## src/logic/mhi_pkg.sv

```systemverilog
`default_nettype none
package mhi_pkg;
  // host port map (address bit 0 within the pair)
  localparam logic ADDR_DATA = 1'h0;
  localparam logic ADDR_CTRL = 1'h1;
  localparam int DATA_W = 8;
  // status layout and reset value
  localparam int STAT_EMPTY_BIT = 7;
  localparam int STAT_BUSY_BIT = 6;
  localparam logic [7:0] STAT_RESET = 8'h80;
  localparam logic [5:0] STAT_RSVD = 6'h00;
  // command codes and acknowledge
  localparam logic [7:0] CMD_RESET = 8'hff;
  localparam logic [7:0] CMD_PASS = 8'h3f;
  localparam logic [7:0] ACK_BYTE = 8'hfe;
  localparam logic [7:0] NO_DATA = 8'h00;
  // serial timing
  localparam int CLK_NS = 20;
  localparam int BIT_NS = 32000;
  localparam int BIT_CYC = BIT_NS / CLK_NS;
  localparam int OVS = 16;
  localparam int TICK_CYC = BIT_CYC / OVS;
  localparam logic [6:0] TICK_LAST = 7'(TICK_CYC - 1);
  localparam logic [3:0] OVS_LAST = 4'(OVS - 1);
  localparam logic [3:0] OVS_MID = 4'(OVS / 2 - 1);
  localparam logic [2:0] BIT_LAST = 3'h7;
  localparam int FIFO_DEPTH = 16;
  // serial framer states, gray along idle-start-data-stop
  typedef enum logic [1:0] {
    SER_IDLE = 2'h0,
    SER_START = 2'h1,
    SER_DATA = 2'h3,
    SER_STOP = 2'h2
  } mhi_ser_state_t;
endpackage : mhi_pkg
`default_nettype wire

```

## src/logic/mhi_top.sv

```systemverilog
// Notes on behaviour
// status read-only: bit6 tx busy, bit7 rx empty, low bits zero, resets 0x80
// rx empty reads 0 while a received or acknowledge byte waits
// interrupt high while rx empty is 0, low while it is 1
// tx busy 0 when a byte can be accepted; host writes only then
// no transmit condition or line status ever touches the interrupt
// write at base plus one is a command; read there returns status
// data read drops interrupt unless more received bytes remain
// interrupt held low while activate is 0
// act at once on FFh and 3Fh, ignore every other code; code still sets tx busy for a cycle on other codes
// reset command leaves pass-through, stops link, flushes rx, acks if idle
// reset while in pass-through does the reset but queues no ack
// in reset state serial input and host data writes are dropped
// reset state entered after power-on reset and after reset command
// pass command flushes both FIFOs, queues FEh, enables the link
// in pass-through data goes unmodified both directions
// pass command while in pass-through is ignored completely; code still sets tx busy for the next cycle
// ack read before FIFO data; flush happens before ack placed
// link 31.25k baud, 10-bit frame: start, 8 data, stop
// serial bytes go out and come in LSB first
// full duplex with 16-byte transmit and receive FIFOs
// data port write is transmit byte, read gives rx or ack byte
// activate 0 disables decode and parks the block
// tx busy while tx FIFO full or a command is processing
// bit timing from an integer divider of the system clock
`timescale 1ns/1ns
`default_nettype none

////////////////////////////////////////////////////////////////////////////////
// synchronous fifo, power-of-two depth
module mhi_fifo #(
  parameter int W = 8,
  parameter int DEPTH = 16
) (
  input wire logic clk_in,
  input wire logic rstn_in,
  input wire logic flush_in,
  input wire logic in_valid_in,
  input wire logic [W-1:0] in_data_in,
  output logic in_ready_out,
  input wire logic out_ready_in,
  output logic out_valid_out,
  output logic [W-1:0] out_data_out
);
  localparam int AW = $clog2(DEPTH);
  logic [W-1:0] mem_q [DEPTH];
  logic [AW-1:0] wr_q, wr_d, rd_q, rd_d;
  logic [AW:0] cnt_q, cnt_d;
  logic push, pop;

  // flush beats a same-cycle push: the byte is dropped on purpose
  always_comb begin
    in_ready_out = (cnt_q != (AW+1)'(DEPTH));
    out_valid_out = (cnt_q != '0);
    out_data_out = mem_q[rd_q];
    push = in_valid_in & in_ready_out;
    pop = out_valid_out & out_ready_in;
    wr_d = wr_q + AW'(push);
    rd_d = rd_q + AW'(pop);
    cnt_d = cnt_q + (AW+1)'(push) - (AW+1)'(pop);
    if (flush_in) begin
      wr_d = '0;
      rd_d = '0;
      cnt_d = '0;
    end
  end

  always_ff @(posedge clk_in) begin
    if (!rstn_in) begin
      wr_q <= '0;
      rd_q <= '0;
      cnt_q <= '0;
    end else begin
      wr_q <= wr_d;
      rd_q <= rd_d;
      cnt_q <= cnt_d;
    end
  end

  // storage has no reset, only valid entries are ever read
  always_ff @(posedge clk_in) begin
    if (push) begin
      mem_q[wr_q] <= in_data_in;
    end
  end
endmodule : mhi_fifo

////////////////////////////////////////////////////////////////////////////////
module mhi_top (
  input wire logic clk_in,
  input wire logic rstn_in,
  input wire logic activate_in,
  input wire logic addr_in,
  input wire logic rd_in,
  input wire logic wr_in,
  input wire logic [mhi_pkg::DATA_W-1:0] wdata_in,
  output logic [mhi_pkg::DATA_W-1:0] rdata_out,
  output logic irq_out,
  input wire logic serial_music_input_in,
  output logic serial_music_output_out
);
  import mhi_pkg::*;

  logic pass_q, pass_d, ack_q, ack_d, cmd_busy_q, cmd_busy_d;
  logic [7:0] rdata_q, rdata_d;
  logic rd, wr, cmd_wr, dat_wr, dat_rd, do_reset, do_pass, flush;
  logic rx_empty_flag, tx_busy_flag;
  logic [7:0] status;
  logic tx_in_ready, tx_valid, tx_pop;
  logic [7:0] tx_data;
  logic rx_in_ready, rx_valid, rx_pop, rx_push;
  logic [7:0] rx_data;
  logic [6:0] tick_q, tick_d;
  logic tick;
  mhi_ser_state_t tx_st_q, tx_st_d, rx_st_q, rx_st_d;
  logic [7:0] tx_sh_q, tx_sh_d, rx_sh_q, rx_sh_d;
  logic [2:0] tx_bit_q, tx_bit_d, rx_bit_q, rx_bit_d;
  logic [3:0] tx_os_q, tx_os_d, rx_os_q, rx_os_d;
  logic tx_line_q, tx_line_d;

  //////////////////////////////////////////////////////////////////////////////
  // host port decode and command controller
  always_comb begin
    // decode gated by activate
    rd = activate_in & rd_in;
    wr = activate_in & wr_in;
    // command write at base plus one
    cmd_wr = wr & (addr_in == ADDR_CTRL);
    dat_wr = wr & (addr_in == ADDR_DATA);
    dat_rd = rd & (addr_in == ADDR_DATA);
    // two codes only, acted on in the write cycle
    do_reset = cmd_wr & (wdata_in == CMD_RESET);
    // pass command ignored when already passing
    do_pass = cmd_wr & (wdata_in == CMD_PASS) & !pass_q;
    // flush takes both FIFOs, the ack flag is separate and survives
    flush = do_reset | do_pass;
    // reset leaves pass-through, R14 pass enters it
    pass_d = pass_q;
    if (do_reset) begin
      pass_d = 1'h0;
    end else if (do_pass) begin
      pass_d = 1'h1;
    end
    // ack served ahead of fifo data; set wins over the read clear
    ack_d = ack_q;
    if (dat_rd) begin
      ack_d = 1'h0;
    end
    // no ack for reset inside pass-through
    if ((do_reset & !pass_q) | do_pass) begin
      ack_d = 1'h1;
    end
    // busy one cycle after any command
    cmd_busy_d = cmd_wr;
    // a data read pops the ack first, else one fifo byte
    rx_pop = dat_rd & !ack_q;
    // empty only when neither ack nor fifo byte waits
    rx_empty_flag = !(ack_q | rx_valid);
    // busy when a write would be lost
    tx_busy_flag = !tx_in_ready | cmd_busy_q;
    // reserved bits read zero
    status = {rx_empty_flag, tx_busy_flag, STAT_RSVD};
    // data port read returns ack, fifo byte or zero
    rdata_d = rdata_q;
    if (rd) begin
      if (addr_in == ADDR_CTRL) begin
        rdata_d = status;
      end else if (ack_q) begin
        rdata_d = ACK_BYTE;
      end else if (rx_valid) begin
        rdata_d = rx_data;
      end else begin
        rdata_d = NO_DATA;
      end
    end
  end

  // power-on reset lands in the reset state
  always_ff @(posedge clk_in) begin
    if (!rstn_in) begin
      pass_q <= 1'h0;
      ack_q <= 1'h0;
      cmd_busy_q <= 1'h0;
      rdata_q <= NO_DATA;
    end else begin
      pass_q <= pass_d;
      ack_q <= ack_d;
      cmd_busy_q <= cmd_busy_d;
      rdata_q <= rdata_d;
    end
  end

  assign rdata_out = rdata_q;
  // level interrupt, R8 masked by activate, R5 no tx term
  assign irq_out = activate_in & !rx_empty_flag;
  assign serial_music_output_out = tx_line_q;

  //////////////////////////////////////////////////////////////////////////////
  // sixteen-byte fifos each way
  mhi_fifo #(.W(DATA_W), .DEPTH(FIFO_DEPTH)) u_tx_fifo (
    .clk_in(clk_in),
    .rstn_in(rstn_in),
    .flush_in(flush),
    // host data dropped outside pass-through, R15 unmodified
    .in_valid_in(dat_wr & pass_q),
    .in_data_in(wdata_in),
    .in_ready_out(tx_in_ready),
    .out_ready_in(tx_pop),
    .out_valid_out(tx_valid),
    .out_data_out(tx_data)
  );

  mhi_fifo #(.W(DATA_W), .DEPTH(FIFO_DEPTH)) u_rx_fifo (
    .clk_in(clk_in),
    .rstn_in(rstn_in),
    .flush_in(flush),
    .in_valid_in(rx_push),
    .in_data_in(rx_sh_q),
    .in_ready_out(rx_in_ready),
    .out_ready_in(rx_pop),
    .out_valid_out(rx_valid),
    .out_data_out(rx_data)
  );

  //////////////////////////////////////////////////////////////////////////////
  // oversample divider, 1600 clocks per bit split into 16 ticks
  always_comb begin
    tick = (tick_q == TICK_LAST);
    tick_d = tick ? 7'h00 : tick_q + 7'h01;
    // parked while deactivated to save power
    if (!activate_in) begin
      tick_d = 7'h00;
    end
  end

  always_ff @(posedge clk_in) begin
    if (!rstn_in) begin
      tick_q <= 7'h00;
    end else begin
      tick_q <= tick_d;
    end
  end

  //////////////////////////////////////////////////////////////////////////////
  // transmitter; frames start on a tick so every bit is 16 ticks
  always_comb begin
    tx_st_d = tx_st_q;
    tx_sh_d = tx_sh_q;
    tx_bit_d = tx_bit_q;
    tx_os_d = tx_os_q;
    tx_line_d = tx_line_q;
    tx_pop = 1'h0;
    if (tick) begin
      tx_os_d = tx_os_q + 4'h1;
    end
    unique case (tx_st_q)
      SER_IDLE: begin
        tx_line_d = 1'h1;
        if (tick & tx_valid) begin
          tx_pop = 1'h1;
          tx_sh_d = tx_data;
          tx_os_d = 4'h0;
          tx_line_d = 1'h0;
          tx_st_d = SER_START;
        end
      end
      SER_START: begin
        if (tick & (tx_os_q == OVS_LAST)) begin
          // lsb leaves first
          tx_line_d = tx_sh_q[0];
          tx_bit_d = 3'h0;
          tx_st_d = SER_DATA;
        end
      end
      SER_DATA: begin
        if (tick & (tx_os_q == OVS_LAST)) begin
          tx_bit_d = tx_bit_q + 3'h1;
          tx_sh_d = {1'h0, tx_sh_q[7:1]};
          tx_line_d = tx_sh_q[1];
          // eight data bits then one stop bit
          if (tx_bit_q == BIT_LAST) begin
            tx_line_d = 1'h1;
            tx_st_d = SER_STOP;
          end
        end
      end
      SER_STOP: begin
        if (tick & (tx_os_q == OVS_LAST)) begin
          tx_st_d = SER_IDLE;
        end
      end
    endcase
    // link disabled outside pass-through, frame in flight is cut
    if (!pass_q) begin
      tx_st_d = SER_IDLE;
      tx_line_d = 1'h1;
      tx_pop = 1'h0;
    end
  end

  always_ff @(posedge clk_in) begin
    if (!rstn_in) begin
      tx_st_q <= SER_IDLE;
      tx_sh_q <= 8'h00;
      tx_bit_q <= 3'h0;
      tx_os_q <= 4'h0;
      tx_line_q <= 1'h1;
    end else begin
      tx_st_q <= tx_st_d;
      tx_sh_q <= tx_sh_d;
      tx_bit_q <= tx_bit_d;
      tx_os_q <= tx_os_d;
      tx_line_q <= tx_line_d;
    end
  end

  //////////////////////////////////////////////////////////////////////////////
  // receiver; start found within one tick, bits sampled mid-cell
  always_comb begin
    rx_st_d = rx_st_q;
    rx_sh_d = rx_sh_q;
    rx_bit_d = rx_bit_q;
    rx_os_d = rx_os_q;
    rx_push = 1'h0;
    if (tick) begin
      rx_os_d = rx_os_q + 4'h1;
    end
    unique case (rx_st_q)
      SER_IDLE: begin
        if (tick & !serial_music_input_in) begin
          rx_os_d = 4'h0;
          rx_st_d = SER_START;
        end
      end
      SER_START: begin
        if (tick & (rx_os_q == OVS_MID)) begin
          rx_os_d = 4'h0;
          rx_bit_d = 3'h0;
          // glitch shorter than half a bit is not a start
          rx_st_d = serial_music_input_in ? SER_IDLE : SER_DATA;
        end
      end
      SER_DATA: begin
        if (tick & (rx_os_q == OVS_LAST)) begin
          // lsb arrives first, shifted in from the top
          rx_sh_d = {serial_music_input_in, rx_sh_q[7:1]};
          rx_bit_d = rx_bit_q + 3'h1;
          if (rx_bit_q == BIT_LAST) begin
            rx_st_d = SER_STOP;
          end
        end
      end
      SER_STOP: begin
        if (tick & (rx_os_q == OVS_LAST)) begin
          // bad stop bit or full fifo drops the byte silently
          rx_push = serial_music_input_in;
          rx_st_d = SER_IDLE;
        end
      end
    endcase
    // serial input ignored in the reset state
    if (!pass_q) begin
      rx_st_d = SER_IDLE;
      rx_push = 1'h0;
    end
  end

  always_ff @(posedge clk_in) begin
    if (!rstn_in) begin
      rx_st_q <= SER_IDLE;
      rx_sh_q <= 8'h00;
      rx_bit_q <= 3'h0;
      rx_os_q <= 4'h0;
    end else begin
      rx_st_q <= rx_st_d;
      rx_sh_q <= rx_sh_d;
      rx_bit_q <= rx_bit_d;
      rx_os_q <= rx_os_d;
    end
  end
endmodule : mhi_top
`default_nettype wire

```

## config.mk

```make
export PLATFORM = sky130hd
export DESIGN_NAME = mhi_top
export DESIGN_NICKNAME = d
export VERILOG_FILES = /design/src/logic/mhi_pkg.sv /design/src/logic/mhi_top.sv
export SDC_FILE = /design/constraint.sdc
export NUM_CORES = 1
export LEC_CHECK = 0
export BUFFER_PORTS_ARGS = -buffer_cell sky130_fd_sc_hd__buf_4
export CORE_ASPECT_RATIO = 0.7
export CORE_UTILIZATION = 33
export CTS_CLUSTER_DIAMETER = 50
export DETAILED_ROUTE_END_ITERATION = 7
export GPL_TIMING_DRIVEN = 0
export SYNTH_ARGS = -nofsm -noshare
export SYNTH_HDL_FRONTEND = slang
export SYNTH_SLANG_ARGS = --single-unit
```

## constraint.sdc

```tcl
create_clock -name clk_in -period 7.9 [get_ports clk_in]
set_clock_uncertainty 0.05 [all_clocks]
set_input_delay 1.58 -clock clk_in [delete_from_list [all_inputs] [get_ports clk_in]]
set_output_delay 1.58 -clock clk_in [all_outputs]
set_load 0.03 [all_outputs]
```

==> flow_metrics.py <==
metrics = {
    "worst_setup_path": {
        "r2r-start": "tick_q[0]$_SDFF_PP0_",
        "critical-path-top-delay-family": "buffers and inverters",
        "slowest_delay_ns": 0.30,
        "required_ns": 6.27,
        "cpMostUsedCell": "buf_4",
        "r2r-end": "u_rx_fifo.cnt_q[4]$_SDFF_PP0_",
        "crit_start": "activate_in",
        "crit_chain": "buf_4 -> nor2b_1 -> buf_4",
        "arrival_ns": 2.27,
        "cp.depth": 3,
        "critPathKind": "in2out",
        "endpoint_kind": "output port",
        "worstRegToRegCells": 12,
        "cp-endpoint": "irq_out",
        "crit_buf_inv": 2,
        "worst-r2r-setup-slack_ns": 4.37,
        "crit_slowest_cell": "nor2b_1",
        "worstSetupStartpointType": "primary input",
        "path_max_fanout": 8,
    },
    "clock_network": {
        "path_clk_slew_ns": 0.06,
        "cts_buffer_depth": 3,
        "cts_max_level": 2,
        "cts_tree": "yes",
        "postCtsSetupRepairBufs": 0,
        "cts_buffers": 35,
        "cts.sinks": 335,
        "clkLatencyLatePin_ns": 0.53,
        "cts_resized": 0,
        "cts_root_buf": "clkbuf_16",
        "cts-hold-fix-buffers": 0,
    },
    "layout": {
        "drive_gt1_frac": 0.1827,
        "nNetsFinal": 1005,
        "area_delta_synth_final_pct": 14.20,
        "n_antenna_cell": 0,
    },
    "yosys": {
        "netlist_top_cells_count": "edfxtp_1 (256), dfxtp_1 (79), nor2_1 (74), mux4_2 (50), nand3_1 (39)",
        "seq_area_frac_synth": 0.6676,
        "yosysTopAreaCell": "edfxtp_1",
        "yosys.area.top_type_share": 0.5537,
        "synth.cell_area_um2": 13880,
        "synth_fp_nets": 943,
        "ys_types": 74,
        "synth_edf_count": 256,
        "yosysMostFrequentCell": "edfxtp_1",
        "syn_avg_cell_area_um2": 15.44,
        "synth.ff_latch_count": 335,
        "synth_cells": 899,
        "yosys_warnings": 0,
        "synth_ff_type": "edfxtp_1",
        "synth-async-reset-ratio": 0,
        "synth.area.top_cells": "edfxtp_1 (55%), dfxtp_1 (11%), mux4_2 (8.1%), ha_1 (2.4%), nor2_1 (2.0%)",
    },
    "power_and_ir_drop": {
        "ir_worst_vdd_v": 0.0001607,
        "leakage_nw": 5.126,
        "finalPower_mw": 3.671,
        "p_per_area_nw_per_um2": 231.5,
    },
    "flow_run": {
        "drv_cap": 0,
    },
    "route": {
        "avgRoutedWirePerCell_um": 20.09,
        "ant_nets": 0,
        "drc": 2,
        "wl_mm": 30.72,
        "drt_iter0_drc": 652,
        "vias_per_cell": 5.150,
        "num_vias": 7874,
        "drtPass1Iterations": 7,
    },
    "place": {
        "place.gp.congestion": 0.7941,
        "portBuffers": 24,
        "dp_hpwl_mm": 20.93,
    },
    "sta": {
        "drv_slew": 0,
        "post-route-min-period_ns": 3.897,
        "finalHoldViolCount": 0,
        "fmax_mhz": 256.6,
        "min_period_over_period": 0.4933,
        "rsz0062_at_grt": "false",
        "tightest_slew_ns": 1.310,
        "max-slew-margin-rel": 0.1198,
        "setup_viol": 0,
        "fin_tns_setup_ns": 0,
    },
    "die": {
        "die_area_um2": 42910,
        "ios": 25,
        "start_util": 0.3364,
        "die_x_um": 247.2,
        "core_area_um2": 41270,
        "die_height_um": 173.6,
        "core.rowCount": 62,
    },
    "hold_path": {
        "min_path_cells": 1,
        "hp-class": "reg2reg",
    },
    "status": {
        "outcome": "finished, violations left",
        "violations": "DRC",
    },
    "global_routing": {
        "grt_start_max_net_pins": 22,
        "antenna_found_initial": 0,
        "grt_pass1_vias": 7735,
        "grtUsageTotal": 0.1450,
        "grt_pass1_wl_mm": 46.82,
        "overflow": 0,
    },
}
## state kept, by name, indices dropped and copies added (netlist names), 4 cells and up
signal and count:
tick_q 7, rx_sh_q 8, rdata_out 8, u_rx_fifo.mem_q 128, u_rx_fifo.rd_q 4, u_tx_fifo.wr_q 4
tx_sh_q 8, u_tx_fifo.mem_q 128, u_tx_fifo.rd_q 4, rx_os_q 4, u_rx_fifo.cnt_q 5, tx_os_q 4
u_tx_fifo.cnt_q 5, u_rx_fifo.wr_q 4
## logic make-up after synthesis
logic type	count (synthesis)	synth area share
DFF	335	0.6676
buffers and inverters	67	0.02640
xor gates and xnor gates	27	0.01703
muxes	82	0.1104
AOI/OAI and AO/OA	122	0.06227
adders and majority gates	29	0.02721
and+or+nand+nor	237	0.08912
## how the worst min path moves through the flow
| stage | endpoint | start |
|---|---|---|
| global placement | tick_q[0]$_SDFF_PP0_ | tick_q[0]$_SDFF_PP0_ |
| CTS | tick_q[0]$_SDFF_PP0_ | tick_q[0]$_SDFF_PP0_ |
| finish | tick_q[0]$_SDFF_PP0_ | tick_q[0]$_SDFF_PP0_ |
| global route | tick_q[0]$_SDFF_PP0_ | tick_q[0]$_SDFF_PP0_ |
| floorplan | tick_q[0]$_SDFF_PP0_ | tick_q[0]$_SDFF_PP0_ |
| detailed placement | tick_q[0]$_SDFF_PP0_ | tick_q[0]$_SDFF_PP0_ |
## layout by cell type, fill, tap and decap left out, drive strengths merged, types with 31 or more instances in the layout
cell type  instances
edfxtp           256
dfxtp             79
nor2              75
mux4              55
clkbuf            55
buf               50
nand3             39
nand2             35
inv               33
o21ai             31
## power breakdown
group / leakage [nW] / internal [mW] / total (mW) / switching [mW]
Combinational: 1.62 / 0.0823 / 0.191 / 0.109
Sequential: 2.97 / 1.89 / 1.90 / 0.00982
Clock: 0.529 / 0.897 / 1.58 / 0.681
Total: 5.13 / 2.87 / 3.67 / 0.800
## per-stage QoR
stage | cell area (um^2) | worst slack [ns] | utilization | cells | hold slack, ns
6_report | 15860 | 4.003 | 0.3842 | 1529 | 0.3953
5_1_grt | 15860 | 3.961 | 0.3842 | 1529 | 0.4469
4_1_cts | 15830 | 4.030 | 0.3836 | 1528 | 0.3999
3_5_place_dp | 14750 | 3.640 | 0.3573 | 1467 | 0.3893
3_3_place_gp | 14750 | 3.658 | 0.3573 | 1467 | 0.3812
2_1_floorplan | 13880 | 4.235 | - | 899 | 0.3679
## routing by layer
metal,global-route usage,up-vias,wire length [um]
li1,-,3609,-
met1,0.2310,4002,15440
met2,0.1957,218,12560
met3,0.02693,45,1971
met4,0.04578,0,740
met5,0,-,0
## layout make-up
| cell class | instances | area (um^2) |
|---|---|---|
| Multi-Input combinational cell | 497 | 4269 |
| Fill cell | 3816 | 25410 |
| Sequential cell | 335 | 9269 |
| Clock inverter | 20 | 175.2 |
| Buffer | 39 | 261.5 |
| Timing Repair Buffer | 25 | 187.7 |
| Tap cell | 544 | 680.7 |
| Inverter | 28 | 105.1 |
| Clock buffer | 41 | 908.4 |
Note: power is estimated with default switching activity, not from simulation.
